File: config.mk
export PLATFORM = sky130hd
export DESIGN_NAME = tcd_top
export DESIGN_NICKNAME = d
export VERILOG_FILES = /design/src/rtl/tcd_top.v /design/src/rtl/tcd_channel.v /design/src/rtl/tcd_buf2.v
export VERILOG_INCLUDE_DIRS = /design/src /design/src/rtl
export SDC_FILE = /design/constraint.sdc
export NUM_CORES = 1
export LEC_CHECK = 0
export BUFFER_PORTS_ARGS = -buffer_cell sky130_fd_sc_hd__clkbuf_2
export CAP_MARGIN = 30
export CORE_MARGIN = 2
export CORE_UTILIZATION = 53
export CTS_BUF_LIST = sky130_fd_sc_hd__clkbuf_2
export CTS_CLUSTER_SIZE = 12
export DETAILED_ROUTE_END_ITERATION = 6
export GPL_ROUTABILITY_DRIVEN = 0
export PLACE_DENSITY = 0.74
export SLEW_MARGIN = 10
export SYNTH_ARGS = -nofsm -noshare
export SYNTH_HDL_FRONTEND = slang
export SYNTH_SLANG_ARGS = --single-unit
File: constraint.sdc
create_clock -name sys_clk -period 3.2 [get_ports sys_clk]
set_input_delay 0.48 -clock sys_clk [delete_from_list [all_inputs] [get_ports sys_clk]]
set_output_delay 0.48 -clock sys_clk [all_outputs]
set_load 0.03 [all_outputs]
File: src/rtl/tcd_defs.vh
`ifndef TCD_DEFS_VH
`define TCD_DEFS_VH
// ====================================================================
// Register word offsets (byte address = offset * 4)
`define TCD_OFS_MODE 5'h00
`define TCD_OFS_CFG 5'h06
`define TCD_OFS_BUFEN 5'h08
`define TCD_OFS_STATUS 5'h0C
`define TCD_OFS_CH1 5'h0D
`define TCD_OFS_CH2 5'h0E
`define TCD_OFS_CH3 5'h0F
`define TCD_OFS_CH4 5'h10
`define TCD_OFS_DMA_BURST_CONTROL 5'h12
`define TCD_OFS_DMAWIN 5'h13
// ====================================================================
// Field positions
`define TCD_MODE_EXT_BIT 0
`define TCD_DMA_LEN_HI 12
`define TCD_DMA_LEN_LO 8
`define TCD_DMA_OFS_HI 4
`define TCD_DMA_OFS_LO 0
`define TCD_DMA_BURST_CONTROL_MASK 13'h1F1F
`define TCD_CFG_OUTPUT 2'h0
`define TCD_RESET_VAL 32'h00000000
`endif

File: src/rtl/tcd_top.v
// The strobed register port and the placing of the registers were left to the implementer.
`default_nettype none
`include "tcd_defs.vh"
module tcd_top (
	input wire sys_clk,
	input wire rst,
	input wire [4:0] reg_addr,
	input wire [31:0] reg_wdata,
	input wire reg_wr,
	input wire reg_rd,
	output reg [31:0] reg_rdata_r,
	input wire [31:0] counter_value,
	input wire [3:0] capture,
	input wire update,
	output reg [3:0] chan_output_r,
	output reg [4:0] win_index_r,
	output reg [4:0] win_target_r,
	output reg win_valid_r,
	output reg [15:0] win_data_r
);
	// ====================================================================
	// Control registers
	reg ext_r;
	reg [7:0] cfg_r;
	reg [3:0] bufen_r;
	reg [12:0] dma_burst_control_r;
	wire [31:0] val [0:3];
	wire [3:0] match;
	wire [4:0] dma_len = dma_burst_control_r[`TCD_DMA_LEN_HI:`TCD_DMA_LEN_LO];
	wire [4:0] dma_ofs = dma_burst_control_r[`TCD_DMA_OFS_HI:`TCD_DMA_OFS_LO];
	wire win_acc = (reg_wr | reg_rd) && (reg_addr == `TCD_OFS_DMAWIN);
	wire [4:0] target = dma_ofs + win_index_r;
	wire [4:0] eff_addr = win_acc ? target : reg_addr;
	wire eff_wr = reg_wr;
	wire [3:0] chwr;
	wire bw_ready;
	wire bw_valid;
	wire [15:0] bw_data;
	genvar g;
	generate
		for (g = 0; g < 4; g = g + 1) begin : gch
			assign chwr[g] = eff_wr && (eff_addr == `TCD_OFS_CH1 + g);
			tcd_channel u_ch (
				.sys_clk(sys_clk),
				.rst(rst),
				.cfg(cfg_r[2*g+1:2*g]),
				.buf_en(bufen_r[g]),
				.ext_en(ext_r),
				.counter_value(counter_value),
				.capture(capture[g]),
				.update(update),
				.wr(chwr[g]),
				.wdata(reg_wdata),
				.value(val[g]),
				.match_r(match[g])
			);
		end
	endgenerate
	// ====================================================================
	// Window trace buffer; a window access made while both entries are full loses its trace word
	tcd_buf2 #(.W(16)) u_buf (
		.sys_clk(sys_clk),
		.rst(rst),
		.in_valid(win_acc),
		.in_ready(bw_ready),
		.in_data(reg_wdata[15:0]),
		.out_valid(bw_valid),
		// Trace register drains a word every cycle, so back-to-back accesses never jam
		.out_ready(1'b1),
		.out_data(bw_data)
	);
	// ====================================================================
	// Register writes and window index
	always @(posedge sys_clk) begin
		if (rst) begin
			ext_r <= 1'b0;
			cfg_r <= 8'h00;
			bufen_r <= 4'h0;
			dma_burst_control_r <= 13'h0000;
			win_index_r <= 5'h00;
			win_target_r <= 5'h00;
			chan_output_r <= 4'h0;
			win_valid_r <= 1'b0;
			win_data_r <= 16'h0000;
		end else begin
			chan_output_r <= match;
			win_valid_r <= bw_valid;
			if (bw_valid) begin
				win_data_r <= bw_data;
			end
			if (eff_wr) begin
				case (eff_addr)
					`TCD_OFS_MODE: ext_r <= reg_wdata[`TCD_MODE_EXT_BIT];
					`TCD_OFS_CFG: cfg_r <= reg_wdata[7:0];
					`TCD_OFS_BUFEN: bufen_r <= reg_wdata[3:0];
					`TCD_OFS_DMA_BURST_CONTROL: dma_burst_control_r <= reg_wdata[12:0] & `TCD_DMA_BURST_CONTROL_MASK;
					default: ;
				endcase
			end
			if (reg_wr && reg_addr == `TCD_OFS_DMA_BURST_CONTROL) begin
				win_index_r <= 5'h00;
			end else if (win_acc && bw_ready) begin
				win_target_r <= target;
				if (win_index_r >= dma_len) begin
					win_index_r <= 5'h00;
				end else begin
					win_index_r <= win_index_r + 5'h01;
				end
			end
		end
	end
	// ====================================================================
	// Read data, one cycle after the strobe
	always @(posedge sys_clk) begin
		if (rst) begin
			reg_rdata_r <= 32'h00000000;
		end else if (reg_rd) begin
			case (eff_addr)
				`TCD_OFS_MODE: reg_rdata_r <= {31'h00000000, ext_r};
				`TCD_OFS_CFG: reg_rdata_r <= {24'h000000, cfg_r};
				`TCD_OFS_BUFEN: reg_rdata_r <= {28'h0000000, bufen_r};
				`TCD_OFS_STATUS: reg_rdata_r <= {23'h000000, win_index_r, chan_output_r};
				`TCD_OFS_CH1: reg_rdata_r <= val[0];
				`TCD_OFS_CH2: reg_rdata_r <= val[1];
				`TCD_OFS_CH3: reg_rdata_r <= val[2];
				`TCD_OFS_CH4: reg_rdata_r <= val[3];
				`TCD_OFS_DMA_BURST_CONTROL: reg_rdata_r <= {19'h00000, dma_burst_control_r};
				default: reg_rdata_r <= 32'h00000000;
			endcase
		end else begin
			reg_rdata_r <= 32'h00000000;
		end
	end
endmodule // tcd_top
`default_nettype wire

File: src/rtl/tcd_channel.v
`default_nettype none
`include "tcd_defs.vh"
module tcd_channel (
	input wire sys_clk,
	input wire rst,
	input wire [1:0] cfg,
	input wire buf_en,
	input wire ext_en,
	input wire [31:0] counter_value,
	input wire capture,
	input wire update,
	input wire wr,
	input wire [31:0] wdata,
	output wire [31:0] value,
	output reg match_r
);
	reg [31:0] value_r;
	reg [31:0] shadow_r;
	reg pend_r;
	wire is_out = (cfg == `TCD_CFG_OUTPUT);
	wire [31:0] wmask = ext_en ? wdata : {16'h0000, wdata[15:0]};
	wire [31:0] cmask = ext_en ? counter_value : {16'h0000, counter_value[15:0]};
	assign value = value_r;
	always @(posedge sys_clk) begin
		if (rst) begin
			value_r <= `TCD_RESET_VAL;
			shadow_r <= `TCD_RESET_VAL;
			pend_r <= 1'b0;
			match_r <= 1'b0;
		end else begin
			match_r <= is_out & (cmask < value_r);
			if (!is_out && capture) begin
				value_r <= cmask;
			end else if (is_out && wr && !buf_en) begin
				value_r <= wmask;
			end else if (is_out && update && pend_r) begin
				value_r <= shadow_r;
			end
			if (wr && buf_en && is_out) begin
				shadow_r <= wmask;
				pend_r <= 1'b1;
			end else if (update) begin
				pend_r <= 1'b0;
			end
		end
	end
endmodule // tcd_channel
`default_nettype wire

File: src/rtl/tcd_buf2.v
`default_nettype none
module tcd_buf2 #(
	parameter W = 16
) (
	input wire sys_clk,
	input wire rst,
	input wire in_valid,
	output wire in_ready,
	input wire [W-1:0] in_data,
	output wire out_valid,
	input wire out_ready,
	output wire [W-1:0] out_data
);
	reg [W-1:0] mem_r [0:1];
	reg rd_r;
	reg wr_r;
	reg [1:0] cnt_r;
	wire push = in_valid & in_ready;
	wire pop = out_valid & out_ready;
	assign in_ready = (cnt_r != 2'h2);
	assign out_valid = (cnt_r != 2'h0);
	assign out_data = mem_r[rd_r];
	always @(posedge sys_clk) begin
		if (rst) begin
			rd_r <= 1'b0;
			wr_r <= 1'b0;
			cnt_r <= 2'h0;
			mem_r[0] <= {W{1'b0}};
			mem_r[1] <= {W{1'b0}};
		end else begin
			if (push) begin
				mem_r[wr_r] <= in_data;
				wr_r <= ~wr_r;
			end
			if (pop) begin
				rd_r <= ~rd_r;
			end
			cnt_r <= cnt_r + {1'b0, push} - {1'b0, pop};
		end
	end
endmodule // tcd_buf2
`default_nettype wire

# == Yosys cells after proc, flatten, opt, wreduce, memory -nomap -nowiden ==
# Memories as Yosys holds them, arrays and structs flattened. A register that Yosys moved wholly into a read port is not among the register bits.
# Index checks and enable logic that the tools add are counted.
# classes
n_div,0
n_eq_ne,11
addsub,4
n_shift,0
bitwise,10
magnitude_cmp,5
reduce_logical,65
mux,30
n_mul,0
# ops
op,count
$mux 32,14
$pmux 32 s9,1
$lt 32x32->1,4
$logic_and 1x1->1,35
$eq 5x4->1 const B,5
$eq 5x5->1 const B,4
$mux 16,1
$reduce_or 16->1,1
$mux 1,12
$reduce_bool 3->1,4
$mux 5,2
$reduce_and 2->1,5
$reduce_bool 2->1,5
$logic_not 1->1,8
$logic_not 2->1,4
$add 5x1->5 const B,1
$add 5x5->5,1
$and 1x1->1,5
$eq 5x3->1 const B,1
$ge 5x5->1,1
$logic_not 5->1,1
$not 1->1,4
$reduce_or 2->1,2
$add 2x1->2,1
3 further kinds,3
# totals
input_bits,78
n_memories,1
latch_bits,0
reg_bits,338
mem_bits_ro,0
ram_bits,32
wordCells,154
# memory_table
memory,words,width,read_ports,rd_ports_with_merged_regs,write_ports,line_no,rtl
u_buf.mem_r,2,16,1,1,2,tcd_buf2.v:14,reg [W-1:0] mem_r [0:1];

# == Logic depth before layout (Yosys ltp) ==
# Gate-level depths: netlist (run 1).
# depth
depth_word,9
ltp_mapped,14
mapped_depth_nobuf,11

# == By module ==
# A second synthesis (run 1) with hierarchy kept.
# unflattened
cells_unflattened,2642
hier_area_um2,21052.7
# by_module_without_submodules
module,area_each_um2,n_inst,seq_area_each_um2,cells_per_inst
tcd_channel,3784.9,4,1321.3,509
tcd_top,4231.6,1,1721.7,478
tcd_buf2,1681.6,1,1061.0,128

# == Least setup slack after synthesis (run 1) ==
# No wires, ideal clock.
# synth_timing
kind,reg-to-reg
start,register win_index_r[0]
end,register gch[0].u_ch.value_r[15]
setup_ps,132
arrival_ps,3213
slack_ps,-146
stages_incl_launch_ff,14
n_path_buf,2
required_ps,3068
path_cell_list,dfxtp_1 -> ha_1 -> inv_1 -> fa_1 -> nand4_1 -> o41ai_1 -> inv_1 -> a2111oi_4 -> and4b_1 -> buf_4 -> nor3_2 -> buf_2 -> a22oi_1 -> a31oi_1
# synth_between
elab_chain_cells,8
word_cells_on_any_way,9
# synth_lines
element,line_no,rtl
from (decl),tcd_top.v:16,"output reg [4:0] win_index_r,"
from (signal assigned),tcd_top.v:107,win_index_r <= win_index_r + 5'h01;
$add 5x5->5 *,tcd_top.v:32,wire [4:0] target = dma_ofs + win_index_r;
$mux 5 *,tcd_top.v:33,wire [4:0] eff_addr = win_acc ? target : reg_addr;
$eq 5x4->1 *,tcd_top.v:42,assign chwr[g] = eff_wr && (eff_addr == `TCD_OFS_CH1 + g);
$logic_and 1x1->1 *,tcd_top.v:42,
$logic_and 1x1->1 * (2 in series),tcd_channel.v:34,end else if (is_out && wr && !buf_en) begin
$mux 32,tcd_channel.v:34,
$mux 32,tcd_channel.v:32,if (!is_out && capture) begin
to (signal assigned),tcd_channel.v:33,value_r <= cmask;
to (signal assigned),tcd_channel.v:35,value_r <= wmask;
to (signal assigned),tcd_channel.v:37,value_r <= shadow_r;
to (decl),tcd_channel.v:17,reg [31:0] value_r;
# Every way passes the cells marked *; elsewhere a longest branch is shown, timed or not.
# A chain may end at the register's enable or synchronous reset.

# == Worst setup path in the final report (run 1) ==
# layout_timing
start,register win_index_r[0]
end,register gch[0].u_ch.value_r[25]
# The elaborated chain is that of the path after synthesis.

==> results of run 1 <==
## metal layers
layer	vias up	routed length (um)
met3	269	8220
met1	9539	27200
met5	-	0
met4	0	3490
li1	9169	-
met2	1309	31700
## synthesized netlist by cell type, types with 6 or more instances
cell,number
o211ai_1,43
and2_1,38
o21ai_1,26
a21oi_1,267
nor3_1,49
ha_1,134
o221ai_1,18
mux2i_1,80
and3_1,8
a21o_1,43
a31oi_1,43
nor2b_1,16
nand2b_1,13
o21ai_0,46
o311a_1,14
a22o_1,16
buf_1,6
and2_0,11
edfxtp_1,32
clkbuf_1,134
buf_6,6
nand4_1,30
o2111ai_1,6
buf_2,32
dfxtp_1,354
a22oi_1,37
a32o_1,9
a211oi_1,32
nor2_1,251
a222oi_1,26
inv_1,157
nand3_1,57
nand2_1,314
## per-stage QoR
step / power (mW) / instance area [sq um] / utilization, %
2_1_floorplan: 5.53 / 20000 / -
3_3_place_gp: 5.84 / 21500 / 57.6
3_5_place_dp: 5.87 / 21600 / 57.6
4_1_cts: 9.36 / 23300 / 62.3
5_1_grt: 9.79 / 24400 / 65.3
6_report: 9.42 / 24400 / 65.3
## worst max path at each step
stage | to | cells after the start
final | gch[0].u_ch.value[25]$_SDFFE_PP0P_ | 14
after global routing | gch[0].u_ch.shadow_r[16]$_SDFFE_PP0P_ | 17
after CTS | gch[0].u_ch.value[20]$_SDFFE_PP0P_ | 13
after detailed placement | gch[0].u_ch.shadow_r[30]$_SDFFE_PP0P_ | 13
after global placement | gch[0].u_ch.shadow_r[30]$_SDFFE_PP0P_ | 13
after floorplan | gch[0].u_ch.value[15]$_SDFFE_PP0P_ | 13
## cell type report
cell class / count / area [sq um] / area share [%]
repair buffers: 347 / 3000 / 12.3
well taps: 511 / 639 / 2.62
inverters: 157 / 592 / 2.42
clock inverters: 37 / 206 / 0.846
clock buffers: 139 / 696 / 2.85
flip-flops and latches: 386 / 8060 / 33.0
multi-input cells: 1702 / 11200 / 45.9
diodes: 5 / 12.5 / 0.0513
## power groups by stage
stage          Sequential, mW  Combinational (mW)  Clock (mW)
2_1_floorplan            5.08               0.453           0
3_3_place_gp             5.08               0.760           0
3_5_place_dp             5.09               0.781           0
4_1_cts                  4.98               0.861        3.53
5_1_grt                  4.98               0.999        3.80
6_report                 4.98               0.939        3.50
## flip-flops by register name, summed over array words and instances, names as in the netlist
signal / cells
gch.u_ch.shadow_r: 128
gch.u_ch.value: 128
reg_rdata_r: 32
u_buf.mem_r: 32
win_data_r: 16
dma_burst_control_r: 10
cfg_r: 8
win_index_r: 5
win_target_r: 5
bufen_r: 4
chan_output_r: 4
gch.u_ch.match_r: 4
gch.u_ch.pend_r: 4
u_buf.cnt_r: 2
ext_r: 1
u_buf.rd_r: 1
u_buf.wr_r: 1
win_valid_r: 1
## cell families (layout without fill, tap and decap cells)
| family | after synthesis | after routing |
|---|---|---|
| AO/OA/AOI/OAI | 655 | 655 |
| XOR/XNOR | 10 | 10 |
| adder cells (fa/ha/maj) | 135 | 135 |
| buffers and inverters | 338 | 680 |
| flip-flops | 386 | 386 |
| multiplexers | 88 | 88 |
| other | 0 | 5 |
| AND/OR/NAND/NOR | 812 | 814 |
## repair_timing
action / in CTS / in global routing
pin swaps: 4 / 49
setup endpoints to repair: 118 / 273
gates resized for setup: 13 / 148
buffers inserted: 2 / 17
cloned: 0 / 14
hold buffers: 78 / 0
endpoints found under the hold margin: 290 / 0
## critical path: stages, from the launching register on
cell and delay [ns]:
dfxtp_4 0.38, ha_4 0.13, inv_2 0.04, fa_2 0.57
nand4_1 0.14, o41ai_4 0.28, buf_4 0.19, inv_4 0.03
a2111oi_4 0.19, buf_6 0.16, and4b_2 0.33, buf_8 0.17
or3_4 0.24, o21ai_2 0.07, a211oi_1 0.20
==> metrics.md, run 1 <==
| Metric | Value |
|---|---|
| Setup violators final | 8 |
| Critical Path Start | win_index_r[0]$_SDFFE_PP0P_ |
| Total Neg Setup Slack | -0.125 ns |
| Finished Layout Cells | 3284 |
| Hold/Removal Path Class | in -> reg |
| Clk slew on worst S/H paths | 0.12 ns |
| Die Width | 198 um |
| Post-synth top area share | 35.4% |
| Area of the core | around 37000 sq um |
| Sequential share of power | 52.9% |
| Root buffer cell | clkbuf_2 |
| Crit path DAT | 4.18 ns |
| Main combinational cell family by area after synthesis | compound AO/OA/AOI/OAI gates |
| Rel. slew slack | about a third |
| Height of the chip | slightly below 200 um |
| Synth area leaders | dfxtp_1, ha_1, a21oi_1 |
| Most frequent cells in the layout | dfxtp_1, nand2_1, clkbuf_2, a21oi_1, nor2_1 |
| WHS Path Cells | 5 |
| Initial antenna violation count | 3 |
| Post-synthesis cell count | ~2400 |
| Reg-to-reg endpoint | gch[0].u_ch.value[25]$_SDFFE_PP0P_ |
| Most common cell after layout, fill and taps aside | dfxtp_1 |
| Worst Setup Slack, final | -0.0305 ns |
| Tot GR Track Use | between 30 and 40% |
| Status | finished with violations |
| Ys async rst share | 0% |
| Clk_lat worst skew | 1.05 ns |
| Number of global-route vias before repair | 18800 |
| Main synth FF type | dfxtp_1 |
| Register area share after synthesis | 40.2% |
| Met2 global-route usage | 54.0% |
| Port Buf Inserts | between 100 and 150 |
| Leading area contributor after synthesis | dfxtp_1 |
| Synthesized flop and latch total | 386 |
| RSZ-0062 raised after global routing | yes |
| Hold_sp | capture[1] |
| Sw frac | 29.6% |
| H-tree levels | 3 |
| Final Hold Viols | 0 |
| Post-synth EDFFs | 32 |
| Initial Util | 53.5% |
| Power share of the clock group | 37.2% |
| Period utilization | 101% |
| Hold Path Sink | gch[1].u_ch.value[4]$_SDFFE_PP0P_ |
| Drt first pass iters | 7 |
| R2r setup slk | -0.03 ns |
| F_max | 310 MHz |
| Routed len/inst | around 22 um |
| Synth cell types | 71 |
| Detailed Route WL | 70700 um |
| Clock Skews | 0.0592 ns |
| Max-Cap Viols | 0 |
| Inserted Clock Buffers | 99 |
| Post-synthesis cell area | 20000 sq um |
| Synth Area in Compound Gates | 21.4% |
| Pleak | just under 10 nW |
| Avg Inst Size Synth | 8.25 sq um |
| CTS tree | built |
| Mux share of post-synthesis cell area | 4.73% |
| Syn. warnings | 0 |
| Met1 usage | 43.6% |
| Crit path capture type | register |
| Synth Area in Adders | 8.48% |
| Failing checks | DRC, setup timing |
| Max Slew Vio Count | 0 |
| Busiest grt layer | met2 |
| R2R depth | 14 |
| Worst vdd ir | 0.000255 V |
| I/O pin total | 141 |
| Post-route ant nets | 0 |
| Pwr dens | roughly 390 nW/um^2 |
| Fillers | 3087 |
| Final nets | 2906 |
| First-pass GRT wire length | 103000 um |
| Cell internal pwr | 6.63 mW |
| Worst EP required | 4.15 ns |
| Combinational power share | 10.0% |
| Xor-xnor portion of the synthesized cell area | less than 1% |
| CTS Sinks | 386 |
| Final Hold Slack | 0.136 ns |
| Slew @ Worst Pin | 0.983 ns |
| Net Sw Power | ~2.8 mW |
| Period minus WS final | 3.23 ns |
| GR Util met3 | 7.77% |
| Crit Path Class | reg -> reg |
| Starting DRT DRC Count | 2497 |
| FF-to-FF Start | win_index_r[0]$_SDFFE_PP0P_ |
| Share of layout cells above drive strength 1 | around 20% |
| GR Overflow Total | 0 |
| Place WS | -0.249 ns |
| Net Count, Synth | 2637 |
| Detailed Place HPWL | ~45000 um |
| Max Root-Sink Buffers | 3 |
| Residual DRC | 4 |
| Max FO, Critical Path | 7 |
| Simple-gate area share of the yosys netlist | between 10% and 20% |
| Area grow syn2layout | 22.0% |
| Largest net degree at the start of global routing | between 100 and 150 |
| Via density | 6.18 |
| Critical Path Start Type | register |
| Routed vias | approximately 20000 |
| Die area | 39300 sq um |
| Row Count | ~70 |
| Cell count after placement | 2989 |
Note: power is estimated with default switching activity, not from simulation.
==> run 2: changes to the inputs <==
--- a/config.mk
+++ b/config.mk
@@ -9,12 +9,13 @@
 export BUFFER_PORTS_ARGS = -buffer_cell sky130_fd_sc_hd__clkbuf_2
 export CAP_MARGIN = 30
 export CORE_MARGIN = 2
-export CORE_UTILIZATION = 53
+export CORE_UTILIZATION = 57
 export CTS_BUF_LIST = sky130_fd_sc_hd__clkbuf_2
 export CTS_CLUSTER_SIZE = 12
 export DETAILED_ROUTE_END_ITERATION = 6
 export GPL_ROUTABILITY_DRIVEN = 0
-export PLACE_DENSITY = 0.74
+export PLACE_DENSITY = 0.79
+export SETUP_SLACK_MARGIN = 0.02
 export SLEW_MARGIN = 10
 export SYNTH_ARGS = -nofsm -noshare
 export SYNTH_HDL_FRONTEND = slang
==> metrics.md, run 2 (synthesis gave the netlist of run 1 again) <==
| Metric | Value |
|---|---|
| Number of global-route vias before repair | 19300 |
| Port Buf Inserts | 140 |
| Status | finished with violations |
| Drt first pass iters | 7 |
| H-tree levels | 3 |
| Fillers | approximately 2800 |
| Tot GR Track Use | between 30% and 40% |
| Detailed Place HPWL | approximately 45000 um |
| Rel. slew slack | 30.6% |
| Initial Util | 57.9% |
| Crit path capture type | register |
| Finished Layout Cells | 3204 |
| Die area | 36600 sq um |
| Initial antenna violation count | 2 |
| Worst vdd ir | 0.000305 V |
| Clock Skews | 0.0807 ns |
| Final Hold Slack | 0.0806 ns |
| Area of the core | 34500 sq um |
| Crit path DAT | approximately 4.2 ns |
| Post-route ant nets | 0 |
| Starting DRT DRC Count | 2413 |
| Slew @ Worst Pin | 1.04 ns |
| Cell count after placement | approximately 3000 |
| Crit Path Class | reg -> reg |
| Final nets | around 2900 |
| Routed len/inst | about 21 um |
| Period minus WS final | 3.14 ns |
| WHS Path Cells | 5 |
| Critical Path Start Type | register |
| Most common cell after layout, fill and taps aside | dfxtp_1 |
| RSZ-0062 raised after global routing | yes |
| CTS tree | built |
| Period utilization | a little over nine tenths |
| Row Count | 68 |
| Largest net degree at the start of global routing | 89 |
| Max FO, Critical Path | 10 |
| Root buffer cell | clkbuf_2 |
| Max-Cap Viols | 0 |
| Pwr dens | 404 nW/um^2 |
| Fin util | 68.0% |
| Routed vias | about 20000 |
| Detailed Route WL | 67400 um |
| R2R depth | 13 |
| Worst EP required | between 4 and 5 ns |
| Height of the chip | approximately 190 um |
| Failing checks | DRC |
| Pleak | between 9 and 10 nW |
| I/O pin total | 141 |
| Max Root-Sink Buffers | 3 |
| Inserted Clock Buffers | 99 |
| GR Overflow Total | 0 |
| Clk_lat worst skew | 1.10 ns |
| Tot Pwr | 9.48 mW |
| Share of layout cells above drive strength 1 | 17.0% |
| Hold/Removal Path Class | in -> reg |
| Clk slew on worst S/H paths | roughly 0.1 ns |
| Max Slew Vio Count | 0 |
| Setup violators final | 0 |
| Via density | approximately 6.2 |
| CTS Sinks | a little under 400 |
| Residual DRC | 1 |
| Area grow syn2layout | 17.4% |
| Most frequent cells in the layout | dfxtp_1, nand2_1, clkbuf_2, a21oi_1, nor2_1 |
| Final Hold Viols | 0 |
| Die Width | 191 um |
| F_max | 319 MHz |
| First-pass GRT wire length | 102000 um |
## run 2: cell types whose count changed in the layout (fill, tap and decap cells not counted), moves of 15 or more
| cell | delta |
|---|---|
| a22oi_2 | -17 |
| nand2_1 | +15 |
| nor2_1 | +15 |
| a22oi_1 | +17 |
| a21oi_2 | -18 |
| a21oi_1 | +22 |
## run 2: critical path, cell delays in order, from the launching register on
cell	delay [ns]
dfxtp_2	0.37
ha_4	0.13
inv_1	0.05
fa_2	0.38
xor2_2	0.18
o31a_1	0.33
a21o_4	0.22
a2111oi_4	0.38
nand4b_1	0.17
buf_6	0.19
nand3_4	0.18
buf_4	0.17
o221ai_1	0.14
a211oi_1	0.22
## run 2: worst paths after layout
kind / startpoint / endpoint / slack (ns)
setup / recovery: win_index_r[0]$_SDFFE_PP0P_ / gch[1].u_ch.value[18]$_SDFFE_PP0P_ / 0.06
hold / removal: reg_rd / reg_rdata_r[28]$_SDFF_PP0_ / 0.08
setup reg to reg: win_index_r[0]$_SDFFE_PP0P_ / gch[1].u_ch.value[18]$_SDFFE_PP0P_ / 0.06
hold reg to reg: gch[0].u_ch.shadow_r[14]$_SDFFE_PP0P_ / gch[0].u_ch.value[14]$_SDFFE_PP0P_ / 0.43
## run 2: metrics by stage
stage,worst slack [ns],cell area [sq um],TNS (ns)
2_1_floorplan,0.0326,20000,0
3_3_place_gp,0.0699,21500,0
3_5_place_dp,-0.00760,21500,-0.0229
4_1_cts,0.00811,23200,0
5_1_grt,-0.0360,23500,-0.158
6_report,0.0627,23500,0
## run 2: routing by layer
layer	share of wire [%]	track usage, %	up-vias
li1	-	-	9091
met4	5.0	19.6	0
met5	0	0	-
met3	12	9.82	266
met1	38	44.5	9271
met2	45	55.8	1294
## run 2: area by class of cell
class | count | area (sq um) | share of cell area (%)
Clock buffer | 153 | 766 | 3.26
Clock inverter | 33 | 195 | 0.831
Sequential cell | 386 | 8050 | 34.3
Multi-Input combinational cell | 1700 | 10800 | 45.8
Tap cell | 455 | 569 | 2.42
Inverter | 157 | 589 | 2.51
Antenna cell | 5 | 12.5 | 0.0533
Timing Repair Buffer | 315 | 2550 | 10.8
## run 2: report_power, final
part,leakage [nW],internal (mW),switching (mW),total (mW)
sequential,3.18,4.93,0.0520,4.98
clock,0.728,1.44,2.16,3.60
combinational,5.66,0.343,0.557,0.900
## run 2: timing repair
action                     in CTS  in global routing
cloned                          0                  3
hold endpoints to repair      285                  0
buffers inserted                0                 13
pin swaps                       0                  9
setup endpoints to repair      32                254
hold buffers                   71                  0
gates resized for setup         5                 32
